$ cat config.mk
export PLATFORM = sky130hd
export DESIGN_NAME = pgc_panel_geometry
export DESIGN_NICKNAME = d
export VERILOG_FILES = /design/src/hw/pgc_bus_swap.v /design/src/hw/pgc_panel_geometry.v
export VERILOG_INCLUDE_DIRS = /design/src /design/src/hw
export SDC_FILE = /design/constraint.sdc
export NUM_CORES = 1
export LEC_CHECK = 0
export ABC_AREA = 1
export BUFFER_PORTS_ARGS = -buffer_cell sky130_fd_sc_hd__buf_2
export CAP_MARGIN = 10
export CORE_ASPECT_RATIO = 0.7
export CORE_MARGIN = 4
export CORE_UTILIZATION = 35
export CTS_CLUSTER_DIAMETER = 40
export DETAILED_ROUTE_END_ITERATION = 10
export PLACE_DENSITY_LB_ADDON = 0.1
export SETUP_SLACK_MARGIN = 0.15
export SYNTH_ARGS = -nofsm -noshare
export SYNTH_HDL_FRONTEND = slang
export SYNTH_SLANG_ARGS = --single-unit
export TNS_END_PERCENT = 1
$ cat constraint.sdc
create_clock -name core_clk_in -period 3.7 [get_ports core_clk_in]
set_input_delay 0.37 -clock core_clk_in [delete_from_list [all_inputs] [get_ports core_clk_in]]
set_output_delay 0.37 -clock core_clk_in [all_outputs]
set_load 0.005 [all_outputs]
$ cat src/hw/pgc_regs.vh
// Register offsets, fields, reset values and default bus width for the panel geometry block
`ifndef PGC_REGS_VH
`define PGC_REGS_VH
`define PGC_OFS_PANEL_TYPE 8'h14
`define PGC_OFS_ACTIVE_WIDTH 8'h16
`define PGC_OFS_HBLANK 8'h18
`define PGC_OFS_HEIGHT_LOW 8'h1A
`define PGC_OFS_HEIGHT_HIGH 8'h1C
`define PGC_OFS_VBLANK 8'h1E
`define PGC_OFS_STATUS 8'h30
`define PGC_RST_PANEL_TYPE 8'h00
`define PGC_RST_ACTIVE_WIDTH 8'h01
`define PGC_RST_HBLANK 8'h00
`define PGC_RST_HEIGHT_LOW 8'h01
`define PGC_RST_HEIGHT_HIGH 8'h00
`define PGC_RST_VBLANK 8'h01
`define PGC_BIT_SWAP 7
`define PGC_BIT_RESERVED 0
`define PGC_WIDTH_SHIFT 3
`define PGC_DEF_DATA_BITS 18
`endif

$ cat src/hw/pgc_bus_swap.v
// Panel data bus bit-order swap over the active pins only
`timescale 1ns/1ps
module pgc_bus_swap #(
  parameter DATA_BITS = 18
) (
  input wire [DATA_BITS-1:0] pixel_in, // Pixel data in native order
  input wire swap_in, // Reverse bit order when high
  input wire [4:0] active_bits_in, // Number of active pins, 1..DATA_BITS
  output reg [DATA_BITS-1:0] pin_out // Data towards the panel pins
);
  integer i;

  // Mirror inside the active field only; unused upper pins stay zero
  always @* begin
    pin_out = {DATA_BITS{1'b0}};
    for (i = 0; i < DATA_BITS; i = i + 1) begin
      if (i < active_bits_in) begin
        if (swap_in)
          pin_out[i] = pixel_in[active_bits_in - 1 - i];
        else
          pin_out[i] = pixel_in[i];
      end
    end
  end
endmodule // pgc_bus_swap

$ cat src/hw/pgc_panel_geometry.v
// Panel geometry registers, Wishbone slave and line/frame timing generator
//
// The Wishbone interface to the registers was decided locally.
`timescale 1ns/1ps
`include "pgc_regs.vh"

// Behaviour
// - Swap bit 7 of panel type reverses panel data bus bit order.
// - Reversal spans only the pins active for the configured panel width.
// - Active line width in pixels is the 7-bit width field times 8.
// - Horizontal blank period in pixels is taken directly from its 7-bit field.
// - Active height is 10 bits: high register bits 1-0 over low register.
// - Active height counts lines at one-line resolution, minimum one line.
module pgc_panel_geometry #(
  parameter DATA_BITS = `PGC_DEF_DATA_BITS
) (
  input wire core_clk_in, // System clock, 40 MHz
  input wire rst_n_in, // Asynchronous reset, active low
  input wire wb_cyc_in, // Wishbone cycle
  input wire wb_stb_in, // Wishbone strobe
  input wire wb_we_in, // Wishbone write enable
  input wire [7:0] wb_adr_in, // Wishbone byte address
  input wire [3:0] wb_sel_in, // Wishbone byte selects
  input wire [31:0] wb_dat_in, // Wishbone write data
  output reg [31:0] wb_dat_out, // Wishbone read data
  output reg wb_ack_out, // Wishbone acknowledge
  output reg wb_err_out, // Wishbone error, unmapped address
  input wire [DATA_BITS-1:0] pixel_in, // Pixel data from the frame source
  input wire [4:0] active_bits_in, // Active panel data pins, 1..DATA_BITS
  output reg [DATA_BITS-1:0] panel_data_bus_out, // Data to the panel pins
  output reg display_enable_out, // High during active pixels
  output reg line_start_out, // Pulse at pixel 0 of each line
  output reg frame_start_out, // Pulse at pixel 0 of line 0
  output reg pixel_req_out // Request next pixel, one cycle ahead
);
  // Phase codes shared by the line and frame sequencers
  localparam ST_ACTIVE = 1'b0;
  localparam ST_BLANK = 1'b1;
  // Widest pin count that the swap network can mirror
  localparam [4:0] MAX_PINS = DATA_BITS;

  // Software-visible register file
  reg [7:0] panel_type_reg;
  reg [7:0] active_width_reg;
  reg [7:0] hblank_reg;
  reg [7:0] height_low_reg;
  reg [7:0] height_high_reg;
  reg [7:0] vblank_reg;

  // Pixel and line counters with their phase flags
  reg [9:0] hcount_reg;
  reg [9:0] hcount_next;
  reg [9:0] vcount_reg;
  reg [9:0] vcount_next;
  reg hstate_reg;
  reg hstate_next;
  reg vstate_reg;
  reg vstate_next;

  // Geometry in pixels and lines, bus decode and swap network wiring
  wire [9:0] line_pixels;
  wire [9:0] blank_pixels;
  wire [9:0] frame_lines;
  wire [9:0] vblank_lines;
  wire [DATA_BITS-1:0] swapped;
  wire [4:0] pins_used;
  wire req;
  wire hit;
  wire wr_en;
  wire rd_en;
  wire line_end;
  reg [31:0] rd_data;

  // Byte lane 0 carries the 8-bit registers
  function [7:0] merge_byte;
    input [7:0] old_val;
    input [7:0] new_val;
    input sel0;
    begin
      merge_byte = sel0 ? new_val : old_val;
    end
  endfunction

  // Zero counts would stall the counters, so clamp to one
  function [9:0] at_least_one;
    input [9:0] val;
    begin
      at_least_one = (val == 10'h000) ? 10'h001 : val;
    end
  endfunction

  // Both sequencers in their active phase; used by enable, data and request
  function both_active;
    input h_state;
    input v_state;
    begin
      both_active = (h_state == ST_ACTIVE) && (v_state == ST_ACTIVE);
    end
  endfunction

  // A pin count of zero or above the bus width would index missing pins,
  // so it is pulled back into range before the mirror sees it
  function [4:0] clamp_pins;
    input [4:0] val;
    begin
      if (val == 5'h00)
        clamp_pins = 5'h01;
      else if (val > MAX_PINS)
        clamp_pins = MAX_PINS;
      else
        clamp_pins = val;
    end
  endfunction

  // A request is taken only while no answer shows, so one strobe gets one answer
  assign req = wb_cyc_in & wb_stb_in & ~wb_ack_out & ~wb_err_out;
  assign wr_en = req & hit & wb_we_in;
  assign rd_en = req & hit & ~wb_we_in;

  // Geometry in pixels and lines; zero width and height are clamped so the counters always wrap
  assign line_pixels = at_least_one({active_width_reg[6:0], 3'h0});
  assign blank_pixels = {3'h0, hblank_reg[6:0]};
  assign frame_lines = at_least_one({height_high_reg[1:0], height_low_reg});
  assign vblank_lines = {2'h0, vblank_reg};
  assign pins_used = clamp_pins(active_bits_in);

  // Address decode over the six geometry registers and the status word;
  // any other address answers with err and changes nothing
  assign hit = (wb_adr_in == `PGC_OFS_PANEL_TYPE) || (wb_adr_in == `PGC_OFS_ACTIVE_WIDTH) ||
               (wb_adr_in == `PGC_OFS_HBLANK) || (wb_adr_in == `PGC_OFS_HEIGHT_LOW) ||
               (wb_adr_in == `PGC_OFS_HEIGHT_HIGH) || (wb_adr_in == `PGC_OFS_VBLANK) ||
               (wb_adr_in == `PGC_OFS_STATUS);

  // Read mux; unused bits read as zero
  always @* begin
    rd_data = 32'h00000000;
    case (wb_adr_in)
      `PGC_OFS_PANEL_TYPE: rd_data[7:0] = panel_type_reg;
      `PGC_OFS_ACTIVE_WIDTH: rd_data[7:0] = active_width_reg;
      `PGC_OFS_HBLANK: rd_data[7:0] = hblank_reg;
      `PGC_OFS_HEIGHT_LOW: rd_data[7:0] = height_low_reg;
      `PGC_OFS_HEIGHT_HIGH: rd_data[7:0] = height_high_reg;
      `PGC_OFS_VBLANK: rd_data[7:0] = vblank_reg;
      // Status is read-only: phases and counters, for software to poll the position
      `PGC_OFS_STATUS: rd_data = {10'h000, vstate_reg, hstate_reg, vcount_reg, hcount_reg};
      default: rd_data = 32'h00000000;
    endcase
  end

  // Bus slave: one wait-free answer, ack one cycle after the request
  always @(posedge core_clk_in or negedge rst_n_in) begin
    if (!rst_n_in) begin
      wb_ack_out <= 1'b0;
      wb_err_out <= 1'b0;
      wb_dat_out <= 32'h00000000;
      // Registers come up at their power-on defaults
      panel_type_reg <= `PGC_RST_PANEL_TYPE;
      active_width_reg <= `PGC_RST_ACTIVE_WIDTH;
      hblank_reg <= `PGC_RST_HBLANK;
      height_low_reg <= `PGC_RST_HEIGHT_LOW;
      height_high_reg <= `PGC_RST_HEIGHT_HIGH;
      vblank_reg <= `PGC_RST_VBLANK;
    end else begin
      wb_ack_out <= req & hit;
      wb_err_out <= req & ~hit;
      // Read data is captured with the ack and then held until the next read
      if (rd_en)
        wb_dat_out <= rd_data;
      // Only byte lane 0 carries register bits; sel[3:1] select nothing here,
      // and a clear sel[0] leaves the register as it was
      if (wr_en) begin
        case (wb_adr_in)
          // Reserved bit 0 is stored as written; software leaves it alone
          `PGC_OFS_PANEL_TYPE: panel_type_reg <= merge_byte(panel_type_reg, wb_dat_in[7:0],
                                                           wb_sel_in[0]);
          // Minimum of one is the caller's duty; the counter clamps a zero
          `PGC_OFS_ACTIVE_WIDTH: active_width_reg <= merge_byte(active_width_reg,
                                                               wb_dat_in[7:0], wb_sel_in[0]);
          // Values below three or short of the sync span are not trapped
          `PGC_OFS_HBLANK: hblank_reg <= merge_byte(hblank_reg, wb_dat_in[7:0], wb_sel_in[0]);
          `PGC_OFS_HEIGHT_LOW: height_low_reg <= merge_byte(height_low_reg, wb_dat_in[7:0],
                                                           wb_sel_in[0]);
          `PGC_OFS_HEIGHT_HIGH: height_high_reg <= merge_byte(height_high_reg,
                                                             wb_dat_in[7:0], wb_sel_in[0]);
          `PGC_OFS_VBLANK: vblank_reg <= merge_byte(vblank_reg, wb_dat_in[7:0], wb_sel_in[0]);
          default: ;
        endcase
      end
    end
  end

  // Last pixel of a line: end of blank, or end of active when there is no blank.
  // The vertical counter steps here, so a width change mid-line only moves this edge.
  assign line_end = (hstate_reg == ST_BLANK) ? (hcount_reg + 10'h001 >= blank_pixels)
                                             : (hcount_reg + 10'h001 >= line_pixels) &&
                                               (blank_pixels == 10'h000);

  // Horizontal and vertical sequencers; settings take effect on the fly
  always @* begin
    // Defaults: count on and stay in phase
    hcount_next = hcount_reg + 10'h001;
    hstate_next = hstate_reg;
    vcount_next = vcount_reg;
    vstate_next = vstate_reg;
    case (hstate_reg)
      ST_ACTIVE: begin
        // Width reached: blank if there is one, else straight into the next line
        if (hcount_reg + 10'h001 >= line_pixels) begin
          hcount_next = 10'h000;
          if (blank_pixels != 10'h000)
            hstate_next = ST_BLANK;
        end
      end
      ST_BLANK: begin
        // Blank count reached: the next line starts active
        if (hcount_reg + 10'h001 >= blank_pixels) begin
          hcount_next = 10'h000;
          hstate_next = ST_ACTIVE;
        end
      end
      default: begin
        hcount_next = 10'h000;
        hstate_next = ST_ACTIVE;
      end
    endcase
    // Lines advance only at the end of a whole line, blank pixels included
    if (line_end) begin
      vcount_next = vcount_reg + 10'h001;
      case (vstate_reg)
        ST_ACTIVE: begin
          // Last active line: vertical blank follows unless it is set to zero
          if (vcount_reg + 10'h001 >= frame_lines) begin
            vcount_next = 10'h000;
            if (vblank_lines != 10'h000)
              vstate_next = ST_BLANK;
          end
        end
        ST_BLANK: begin
          // Vertical blank done: the next frame begins
          if (vcount_reg + 10'h001 >= vblank_lines) begin
            vcount_next = 10'h000;
            vstate_next = ST_ACTIVE;
          end
        end
        default: begin
          vcount_next = 10'h000;
          vstate_next = ST_ACTIVE;
        end
      endcase
    end
  end

  // Counter and phase registers; reset starts at pixel 0 of the first active line
  always @(posedge core_clk_in or negedge rst_n_in) begin
    if (!rst_n_in) begin
      hcount_reg <= 10'h000;
      vcount_reg <= 10'h000;
      hstate_reg <= ST_ACTIVE;
      vstate_reg <= ST_ACTIVE;
    end else begin
      hcount_reg <= hcount_next;
      vcount_reg <= vcount_next;
      hstate_reg <= hstate_next;
      vstate_reg <= vstate_next;
    end
  end

  // Mirror network between the pixel source and the output flops
  pgc_bus_swap #(
    .DATA_BITS(DATA_BITS)
  ) i_pgc_bus_swap (
    .pixel_in(pixel_in),
    .swap_in(panel_type_reg[`PGC_BIT_SWAP]),
    .active_bits_in(pins_used),
    .pin_out(swapped)
  );

  // Panel outputs registered; enable, data and markers one cycle behind the counters, the request in line with them
  always @(posedge core_clk_in or negedge rst_n_in) begin
    if (!rst_n_in) begin
      // Everything towards the panel is quiet in reset
      panel_data_bus_out <= {DATA_BITS{1'b0}};
      display_enable_out <= 1'b0;
      line_start_out <= 1'b0;
      frame_start_out <= 1'b0;
      pixel_req_out <= 1'b0;
    end else begin
      // Enable and data follow the current phase, one cycle behind the counters
      display_enable_out <= both_active(hstate_reg, vstate_reg);
      panel_data_bus_out <= both_active(hstate_reg, vstate_reg) ?
                            swapped : {DATA_BITS{1'b0}};
      // Line marker flags pixel 0 of every line, vertical blank too; frame marker the first active pixel
      line_start_out <= (hcount_reg == 10'h000) && (hstate_reg == ST_ACTIVE);
      frame_start_out <= (hcount_reg == 10'h000) && (hstate_reg == ST_ACTIVE) &&
                         (vcount_reg == 10'h000) && (vstate_reg == ST_ACTIVE);
      // The request looks at the next phase so the source has a cycle to fetch;
      // it rests low in reset, so the first pixel after reset comes unrequested
      pixel_req_out <= both_active(hstate_next, vstate_next);
    end
  end
endmodule // pgc_panel_geometry

Word-level counts from Yosys, hierarchy flattened
Index checks and enable logic that the tools add are counted.

word-level totals
  flip-flop bits (word level) = 126
  bits in latches = 0
  bits in writable memories = 0
  memory bits (read-only) = 0
  input port bits = 72
  logic and storage cells = 222
  memories = 0

operators by class
  add/sub/neg operators = 20
  multipliers = 0
  divide/modulo/power cells = 0
  order comparisons = 41
  equality and inequality tests = 7
  shifts and indexed selects = 0
  mux-type cells = 95
  bitwise gates (word level) = 15
  reduce and logical (&&, ||, !) cells = 26

operator list
  operator               count
  $lt 32x6->1 const B    18
  $sub 32x4->32 const B  8
  $sub 32x3->32 const B  4
  $bmux 1 s5             18
  $sub 32x2->32 const B  2
  $sub 32x5->32 const B  2
  $mux 1                 62
  $mux 10                6
  $pmux 8 s7             1
  $eq 8x5->1 const B     6
  $logic_not 10->1       4
  $lt 4x5->1 const A     8
  $pmux 10 s2            2
  $sub 32x1->32 const B  1
  $add 10x1->10 const B  2
  $ge 10x10->1           2
  $lt 3x5->1 const A     4
  $reduce_bool 10->1     2
  $mux 18                1
  $reduce_and 3->1       6
  $mux 14                1
  $ge 10x7->1            1
  $ge 10x8->1            1
  $lt 1x5->1 const A     2
  other kinds (13)       40

Longest topological paths before layout
Gate-level depths: netlist of run 1.

  word-level depth = 10
  gate-level depth with buffers = 19
  mapped depth without buffers = 18

Hierarchy
A second synthesis of run 1 with hierarchy kept.

second synthesis, totals
  cells, all modules = 1239
  area, all modules = 8475.6 um^2

by module, submodules not included
  module              times used  cells each  area each (um^2)  seq. area each (um^2)
  pgc_panel_geometry  1           765         6218.5            2906.5
  pgc_bus_swap        1           474         2257.2            0.0

Worst setup path before layout of run 1
Ideal clock, no wire load.

  path type = reg2reg
  from = register hcount_reg[0]
  to = register vcount_reg[0]
  setup time = 0.066 ns
  data arrival time = 2.503 ns
  data required time = 3.634 ns
  slack = 1.131 ns
  stages on the path, launching flop included = 17
  buffers on the path = 1
  period minus slack after synthesis = 2.569 ns
  path through = dfrtp_1 -> ha_1 -> nand2_1 -> nor2_1 -> nand3_1 -> xor2_1 -> inv_1 -> ha_1 -> nand2_1 -> nor2_1 -> nand4_1 -> nand4_1 -> nand3_1 -> nand2_1 -> clkbuf_1 -> nand3_1 -> nand2_1

on the way
  word-level cells in the longest chain between the ends = 4
  elaborated cells between the ends (all ways) = 5
  those cells by class = add/sub (1); order compare (2); mux (1); reduce/logical (1)

ends and longest elaborated chain
  what                    RTL line                                            RTL
  from (decl)             pgc_panel_geometry.v:51                             reg [9:0] hcount_reg;
  from (signal assigned)  pgc_panel_geometry.v:261                            hcount_reg <= hcount_next;
  $add 10x1->10 *         pgc_panel_geometry.v:194, pgc_panel_geometry.v:195
  $ge 10x10->1            pgc_panel_geometry.v:195                            : (hcount_reg + 10'h001 >= line_pixels) &&
  $logic_and 1x1->1       pgc_panel_geometry.v:195
  $mux 1 *                pgc_panel_geometry.v:194                            assign line_end = (hstate_reg == ST_BLANK) ? (hcount_reg + 10'h001 >= blank_pixels)
  to (signal assigned)    pgc_panel_geometry.v:262                            vcount_reg <= vcount_next;
  to (decl)               pgc_panel_geometry.v:53                             reg [9:0] vcount_reg;

Mark *: on every way between the ends. The rest lies on a longest branch, timed or not.
A chain may end at the register's enable or synchronous reset.

Worst setup path in the final report of run 1
  from = register vcount_reg[0]
  to = register vcount_reg[5]

on the way
  word-level cells in the longest chain between the ends = 4
  elaborated cells between the ends (all ways) = 6
  those cells by class = add/sub (1); order compare (2); mux (3)

ends and longest elaborated chain
  what                                         RTL line                                                                      RTL
  $add 10x1->10 *                              pgc_panel_geometry.v:228, pgc_panel_geometry.v:232, pgc_panel_geometry.v:240
  $ge 10x8->1 or $ge 10x10->1 (tied branches)  pgc_panel_geometry.v:240, pgc_panel_geometry.v:232
  $mux 10 (on tied branches)                   pgc_panel_geometry.v:240, pgc_panel_geometry.v:232
  $pmux 10 s2 *                                pgc_panel_geometry.v:229                                                      case (vstate_reg)

Marked as above.

==> impl_metrics.ini, run 1 <==
[sta]
timing.final.crit_period_ps = 3140
hold_viol_final = 0
worst_slew_pin_slew_ps = 752
fin_setup_tns_ps = 0
finalCritPeriodShare_pct = 84.9
rsz0062_at_grt = no
whs_ps = 9.27
maxSlewViolCount = 0
setup_violations = 0
max_freq_mhz = 318
maxSlewHeadroom_pct = 49.8
clock_skew_ps = 9.92

[clock_network]
clockRootBuffer = clkbuf_16
cts_max_path_buffers = 2
clk_pin_slew_worst_paths_ps = 60
cts_resized = 0
cts_tree = built
cts_hold_buf = 0
cts.sinks = 116
clk_latency_ps = 430
cts_setup_buffers = 0
cts_buffers = 17
cts_htree_levels = 4

[drt]
vias = 8034
drtPass1Iterations = 5
post-route-drc-count = 0
drt_iter0_drc = 829
avgViaCountPerCell = 5.16
postRouteAntennaNets = 0
wirelength_mm = 27.7
wl_per_cell_um = 17.8

[floorplanning]
die_area_um2 = 25500
top_level_ports = 128
fp.dieW_um = 189
num_rows = 46
core_area_um2 = 22600
die_h_um = 135
initial_utilization_pct = 35.6

[worst_hold_path]
hold_class = in -> async

[yosys]
postSynthCellCount = 1140
synth_edf_count = 0
ys.flop_type = dfrtp_1
synth_top_family_by_area = simple AND/OR/NAND/NOR gates
synthSimpleGateAreaFrac_pct = 33.5
ys_types = 49
ys_ff_latch = 116
synth-compound-area-share_pct = 12.9
async_flop_share_pct = 100
synthXorXnorAreaFrac_pct = 1.52
synth_adder_area_share_pct = 6.22
yosysWarnings = 0
synthMuxAreaShare_pct = 0
synth_area_um2 = 8050
synth.avg_cell_area_um2 = 7.06
ys_seq_area_share_pct = 36.1

[final_layout]
largest_register_ffs = 22
n_antenna_cell = 0
top_register = wb_dat_out
area_growth_pct = 17.0
final_common_cell = nand2_1
top_regs = wb_dat_out: 22 flops, panel_data_bus_out: 18 flops
layout_common_cells = 314 x nand2_1, 149 x nand3_1, 138 x inv_1
drive_gt1_share_pct = 14.2
layout.nets = 1345

[place]
gp_congestion = 0.907
dp_hpwl_mm = 21.7
io_buffers = 90

[setup_path]
crit_chain = ha_1 > nand3_1 > nor3_1 > nand4_1 > nand2_1 > inv_1 > ha_1 > nand2_1 > nor2_1 > o211ai_1 > o2111ai_1 > o21ai_1 > nand3_1 > nand2_1
crit_family = simple AND/OR/NAND/NOR gates
slowest_stage = o21ai_1
cpPeakStageDelay_ps = 580
cp_num_buf_inv = 1
setup.worst_path.class = reg -> reg
crit_path_frequent_cell = nand2_1
required_ps = 4060
path_max_fanout = 8
worst_ep_arrival_time_ps = 3500
setup.worst_path.start_class = flop
crit_path_end_kind = flop

[power_and_ir_drop]
vdd_drop_max_mv = 0.291
p_leak_nw = 5.00
power_density_nw_per_um2 = 371

[grt]
grt_util_all_layers_pct = 21.9
grt_max_degree = 57
overflow = 0
grt_pass1_vias = 7185
grt_pass1_wl_mm = 42.6
antenna_found_initial = 0

[job]
maxCapViolCount = 0

[run_status]
status = completed
==> synth_stat cells (11+ instances only) <==
library cell  instances  share of area (%)
dfrtp_1             113                 35
a21oi_1              34                2.1
o21ai_0              71                4.4
nor2_1               71                3.3
nand3_1             149                9.3
ha_1                 40                6.2
xor2_1               11                1.2
nand2_1             314                 15
nand4_1              17                1.3
inv_1               138                6.4
buf_4                13                1.2
buf_2                14               0.87
o21ai_1              31                1.9
o211ai_1             13                1.2
clkbuf_1             13               0.61
==> cell type report <==
type	count	area, µm²
Clock inverter	8	98.8
Tap cell	312	390
Clock buffer	24	492
Multi-Input combinational cell	846	4400
Inverter	144	543
Timing Repair Buffer	108	588
Sequential cell	116	2910
Fill cell	2428	13200
==> metrics by stage <==
| step | setup slack (ps) | total power, W | instances | utilization [%] | instance area, µm² |
|---|---|---|---|---|---|
| after global placement | 620 | 0.00185 | 1526 | 39.0 | 8830 |
| after floorplan | 1130 | 0.00166 | 1149 | - | 8080 |
| after CTS | 546 | 0.00352 | 1558 | 41.6 | 9420 |
| after detailed placement | 543 | 0.00185 | 1526 | 39.0 | 8830 |
| after global routing | 224 | 0.00365 | 1558 | 41.6 | 9420 |
| final | 559 | 0.00349 | 1558 | 41.6 | 9420 |
==> cells by family after synthesis <==
group	count (synthesis)
flops	116
compound gates	181
fa+ha+maj	40
other cells	1
xor+xnor	14
buf+inv	187
simple gates	601
==> report_power, final <==
| group | internal [W] | switching, W | total [W] |
|---|---|---|---|
| registers | 0.00128 | 0.00000356 | 0.00129 |
| logic | 0.000166 | 0.000386 | 0.000553 |
| clock network | 0.00106 | 0.000591 | 0.00165 |
==> worst paths after layout <==
check                                               from                         endpoint  slack, ps  depth (start not counted)
max                            vcount_reg[0]$_DFFE_PN0P_        vcount_reg[5]$_DFFE_PN0P_        560                         14
min                                             rst_n_in       wb_dat_out[14]$_DFFE_PN0P_          9                          1
max reg2reg                    vcount_reg[0]$_DFFE_PN0P_        vcount_reg[5]$_DFFE_PN0P_        560                         14
min reg2reg                panel_type_reg[6]$_DFFE_PN0P_    panel_type_reg[6]$_DFFE_PN0P_        490                          2
max in group asynchronous                       rst_n_in  active_width_reg[0]$_DFFE_PN1P_       2840                          2
min in group core_clk_in                    wb_dat_in[0]    height_low_reg[0]$_DFFE_PN1P_        200                          3
==> metal layers <==
| metal | routed length, µm | GRT usage (%) | up-vias |
|---|---|---|---|
| met1 | 15100 | 38.1 | 3769 |
| met5 | 0 | 0 | - |
| met4 | 235 | 4.74 | 0 |
| li1 | - | - | 3940 |
| met3 | 2370 | 3.82 | 18 |
| met2 | 9940 | 26.7 | 307 |
(Power assumes the default switching activity.)
==> inputs of run 2 (changes only) <==
==> constraint.sdc (replaced) <==
create_clock -name core_clk_in -period 3.05 [get_ports core_clk_in]
set_input_delay 0.305 -clock core_clk_in [delete_from_list [all_inputs] [get_ports core_clk_in]]
set_output_delay 0.305 -clock core_clk_in [all_outputs]
set_load 0.005 [all_outputs]
==> run 2 against run 1 <==
- the flow now finishes with violations (hold timing)
- highest routed layer unchanged
- worst setup slack got worse by 240 ps
- largest power group unchanged
- first-iteration DRC count shrank 4.9%
- register-to-register slack got worse by 240 ps
- routed wire length up 0.40%
- hold slack worse by 38 ps
==> impl_metrics.ini, run 2 (synthesis results as in run 1) <==
[run_status]
status = finished with violations
violations = hold timing

[place]
gp_congestion = 0.911
io_buffers = 90
dp_hpwl_mm = 22.0

[setup_path]
setup.worst_path.start_class = flop
r2r_cells = 14
worst_ep_arrival_time_ps = 3040
path_max_fanout = 8
required_ps = 3360
crit_path_end_kind = flop
setup.worst_path.class = reg -> reg
reg2reg_from = vcount_reg[1]$_DFFE_PN0P_
reg2reg_to = vcount_reg[7]$_DFFE_PN0P_
reg2reg_setup_slack_ps = 320

[sta]
hold_viol_final = 9
whs_ps = -28.5
worst_slew_pin_slew_ps = 842
maxSlewViolCount = 0
finalCritPeriodShare_pct = 89.4
timing.final.crit_period_ps = 2730
setup_violations = 0
maxSlewHeadroom_pct = 43.9
rsz0062_at_grt = yes
fin_setup_tns_ps = 0
clock_skew_ps = 14.3
max_freq_mhz = 367

[clock_network]
cts_max_path_buffers = 2
clk_pin_slew_worst_paths_ps = 50
clk_latency_ps = 420
cts_tree = built
clockRootBuffer = clkbuf_16
cts_buffers = 17
cts_htree_levels = 4
cts.sinks = 116

[floorplanning]
top_level_ports = 128
core_area_um2 = 22600
die_h_um = 135
initial_utilization_pct = 35.6
fp.dieW_um = 189
die_area_um2 = 25500
num_rows = 46

[worst_hold_path]
hold_class = in -> async

[grt]
gr-max-usage-layer = met1
overflow = 0
use_met1_pct = 38.0
grt.met3_usage_pct = 4.65
met2_usage_pct = 26.9
grt_pass1_vias = 7344
grt_pass1_wl_mm = 43.0
grt_max_degree = 63
grt_util_all_layers_pct = 22.0
antenna_found_initial = 0

[power_and_ir_drop]
p_leak_nw = 5.09
clock_power_share_pct = 47.7
vdd_drop_max_mv = 0.353
swShare_pct = 27.2
switching_power_w = 0.00116
internal-power_w = 0.00311
seqPwrFrac_pct = 36.5
power_density_nw_per_um2 = 446
combPwrFrac_pct = 15.8

[drt]
drt_iter0_drc = 788
wirelength_mm = 27.8
avgViaCountPerCell = 5.09
postRouteAntennaNets = 0
vias = 8007
post-route-drc-count = 0
drtPass1Iterations = 5
wl_per_cell_um = 17.7

[final_layout]
layout_common_cells = 312 x nand2_1, 148 x nand3_1, 137 x inv_1
n_antenna_cell = 0
area_growth_pct = 19.1
largest_register_ffs = 22
top_regs = wb_dat_out: 22 flops, panel_data_bus_out: 18 flops
top_register = wb_dat_out
drive_gt1_share_pct = 15.8
layout.nets = 1359
final_common_cell = nand2_1

[job]
maxCapViolCount = 0
run 2: cell types whose count changed in the layout (fill, tap and decap cells not counted), sizes merged:
cell      previous run  this run
clkinvlp             2         0
clkinv               4         2
clkbuf              24        27
buf                108       122
bufinv               2         3
run 2: worst max-delay path, cell delays in order (launching register included):
cell	delay, ps
dfrtp_1	450
ha_1	230
nand3_1	160
nor3_4	220
xnor2_1	140
inv_1	120
ha_1	290
nand2_1	60
nor2_1	100
nand4_1	90
o2111ai_1	340
o21ai_1	100
buf_4	180
nand3_1	80
nand2_1	50
run 2: per-stage QoR:
| stage | total power, W | util (%) | setup slack [ps] | area [µm²] | instances |
|---|---|---|---|---|---|
| after floorplan | 0.00201 | - | 481 | 8080 | 1149 |
| after global placement | 0.00225 | 39.4 | 164 | 8920 | 1538 |
| after detailed placement | 0.00225 | 39.4 | 147 | 8920 | 1538 |
| after CTS | 0.00432 | 42.1 | 197 | 9510 | 1570 |
| after global routing | 0.00448 | 42.4 | 118 | 9580 | 1572 |
| final | 0.00428 | 42.4 | 324 | 9580 | 1572 |
run 2: area by class of cell:
cell class / instances / area [µm²]
fillers: 2418 / 13000
multi-input cells: 846 / 4460
flip-flops and latches: 116 / 2910
repair buffers: 122 / 693
inverters: 144 / 543
clock buffers: 27 / 493
well taps: 312 / 390
clock inverters: 5 / 100
run 2: what timing repair did:
| action | 4_1_cts | 5_1_grt |
|---|---|---|
| buffers inserted | 0 | 2 |
| gates resized for setup | 1 | 13 |
| setup endpoints to repair | 8 | 22 |
| hold buffers | 0 | 0 |
| pin swaps | 0 | 3 |
| cloned | 0 | 0 |
| endpoints found under the hold margin | 0 | 0 |
run 2: worst max path at each step:
stage | start | end | slack [ps]
floorplan | hcount_reg[0]$_DFF_PN0_ | vcount_reg[0]$_DFFE_PN0P_ | 480
global placement | hcount_reg[0]$_DFF_PN0_ | vcount_reg[3]$_DFFE_PN0P_ | 160
detailed placement | hcount_reg[0]$_DFF_PN0_ | vcount_reg[7]$_DFFE_PN0P_ | 150
CTS | hcount_reg[0]$_DFF_PN0_ | vcount_reg[7]$_DFFE_PN0P_ | 200
finish | vcount_reg[1]$_DFFE_PN0P_ | vcount_reg[7]$_DFFE_PN0P_ | 320
global route | vcount_reg[1]$_DFFE_PN0P_ | vcount_reg[2]$_DFFE_PN0P_ | 120
run 2: power by group through the flow:
stage	clock network, W	logic, W	registers (W)
3_3_place_gp	0	0.000666	0.00159
4_1_cts	0.00209	0.000668	0.00156
3_5_place_dp	0	0.000665	0.00159
2_1_floorplan	0	0.000419	0.00159
6_report	0.00204	0.000676	0.00156
5_1_grt	0.00216	0.000756	0.00156
run 2: per-layer routing:
metal	vias up	routed length [µm]
li1	3968	-
met4	0	156
met5	-	0
met3	11	2300
met1	3745	15300
met2	283	9980
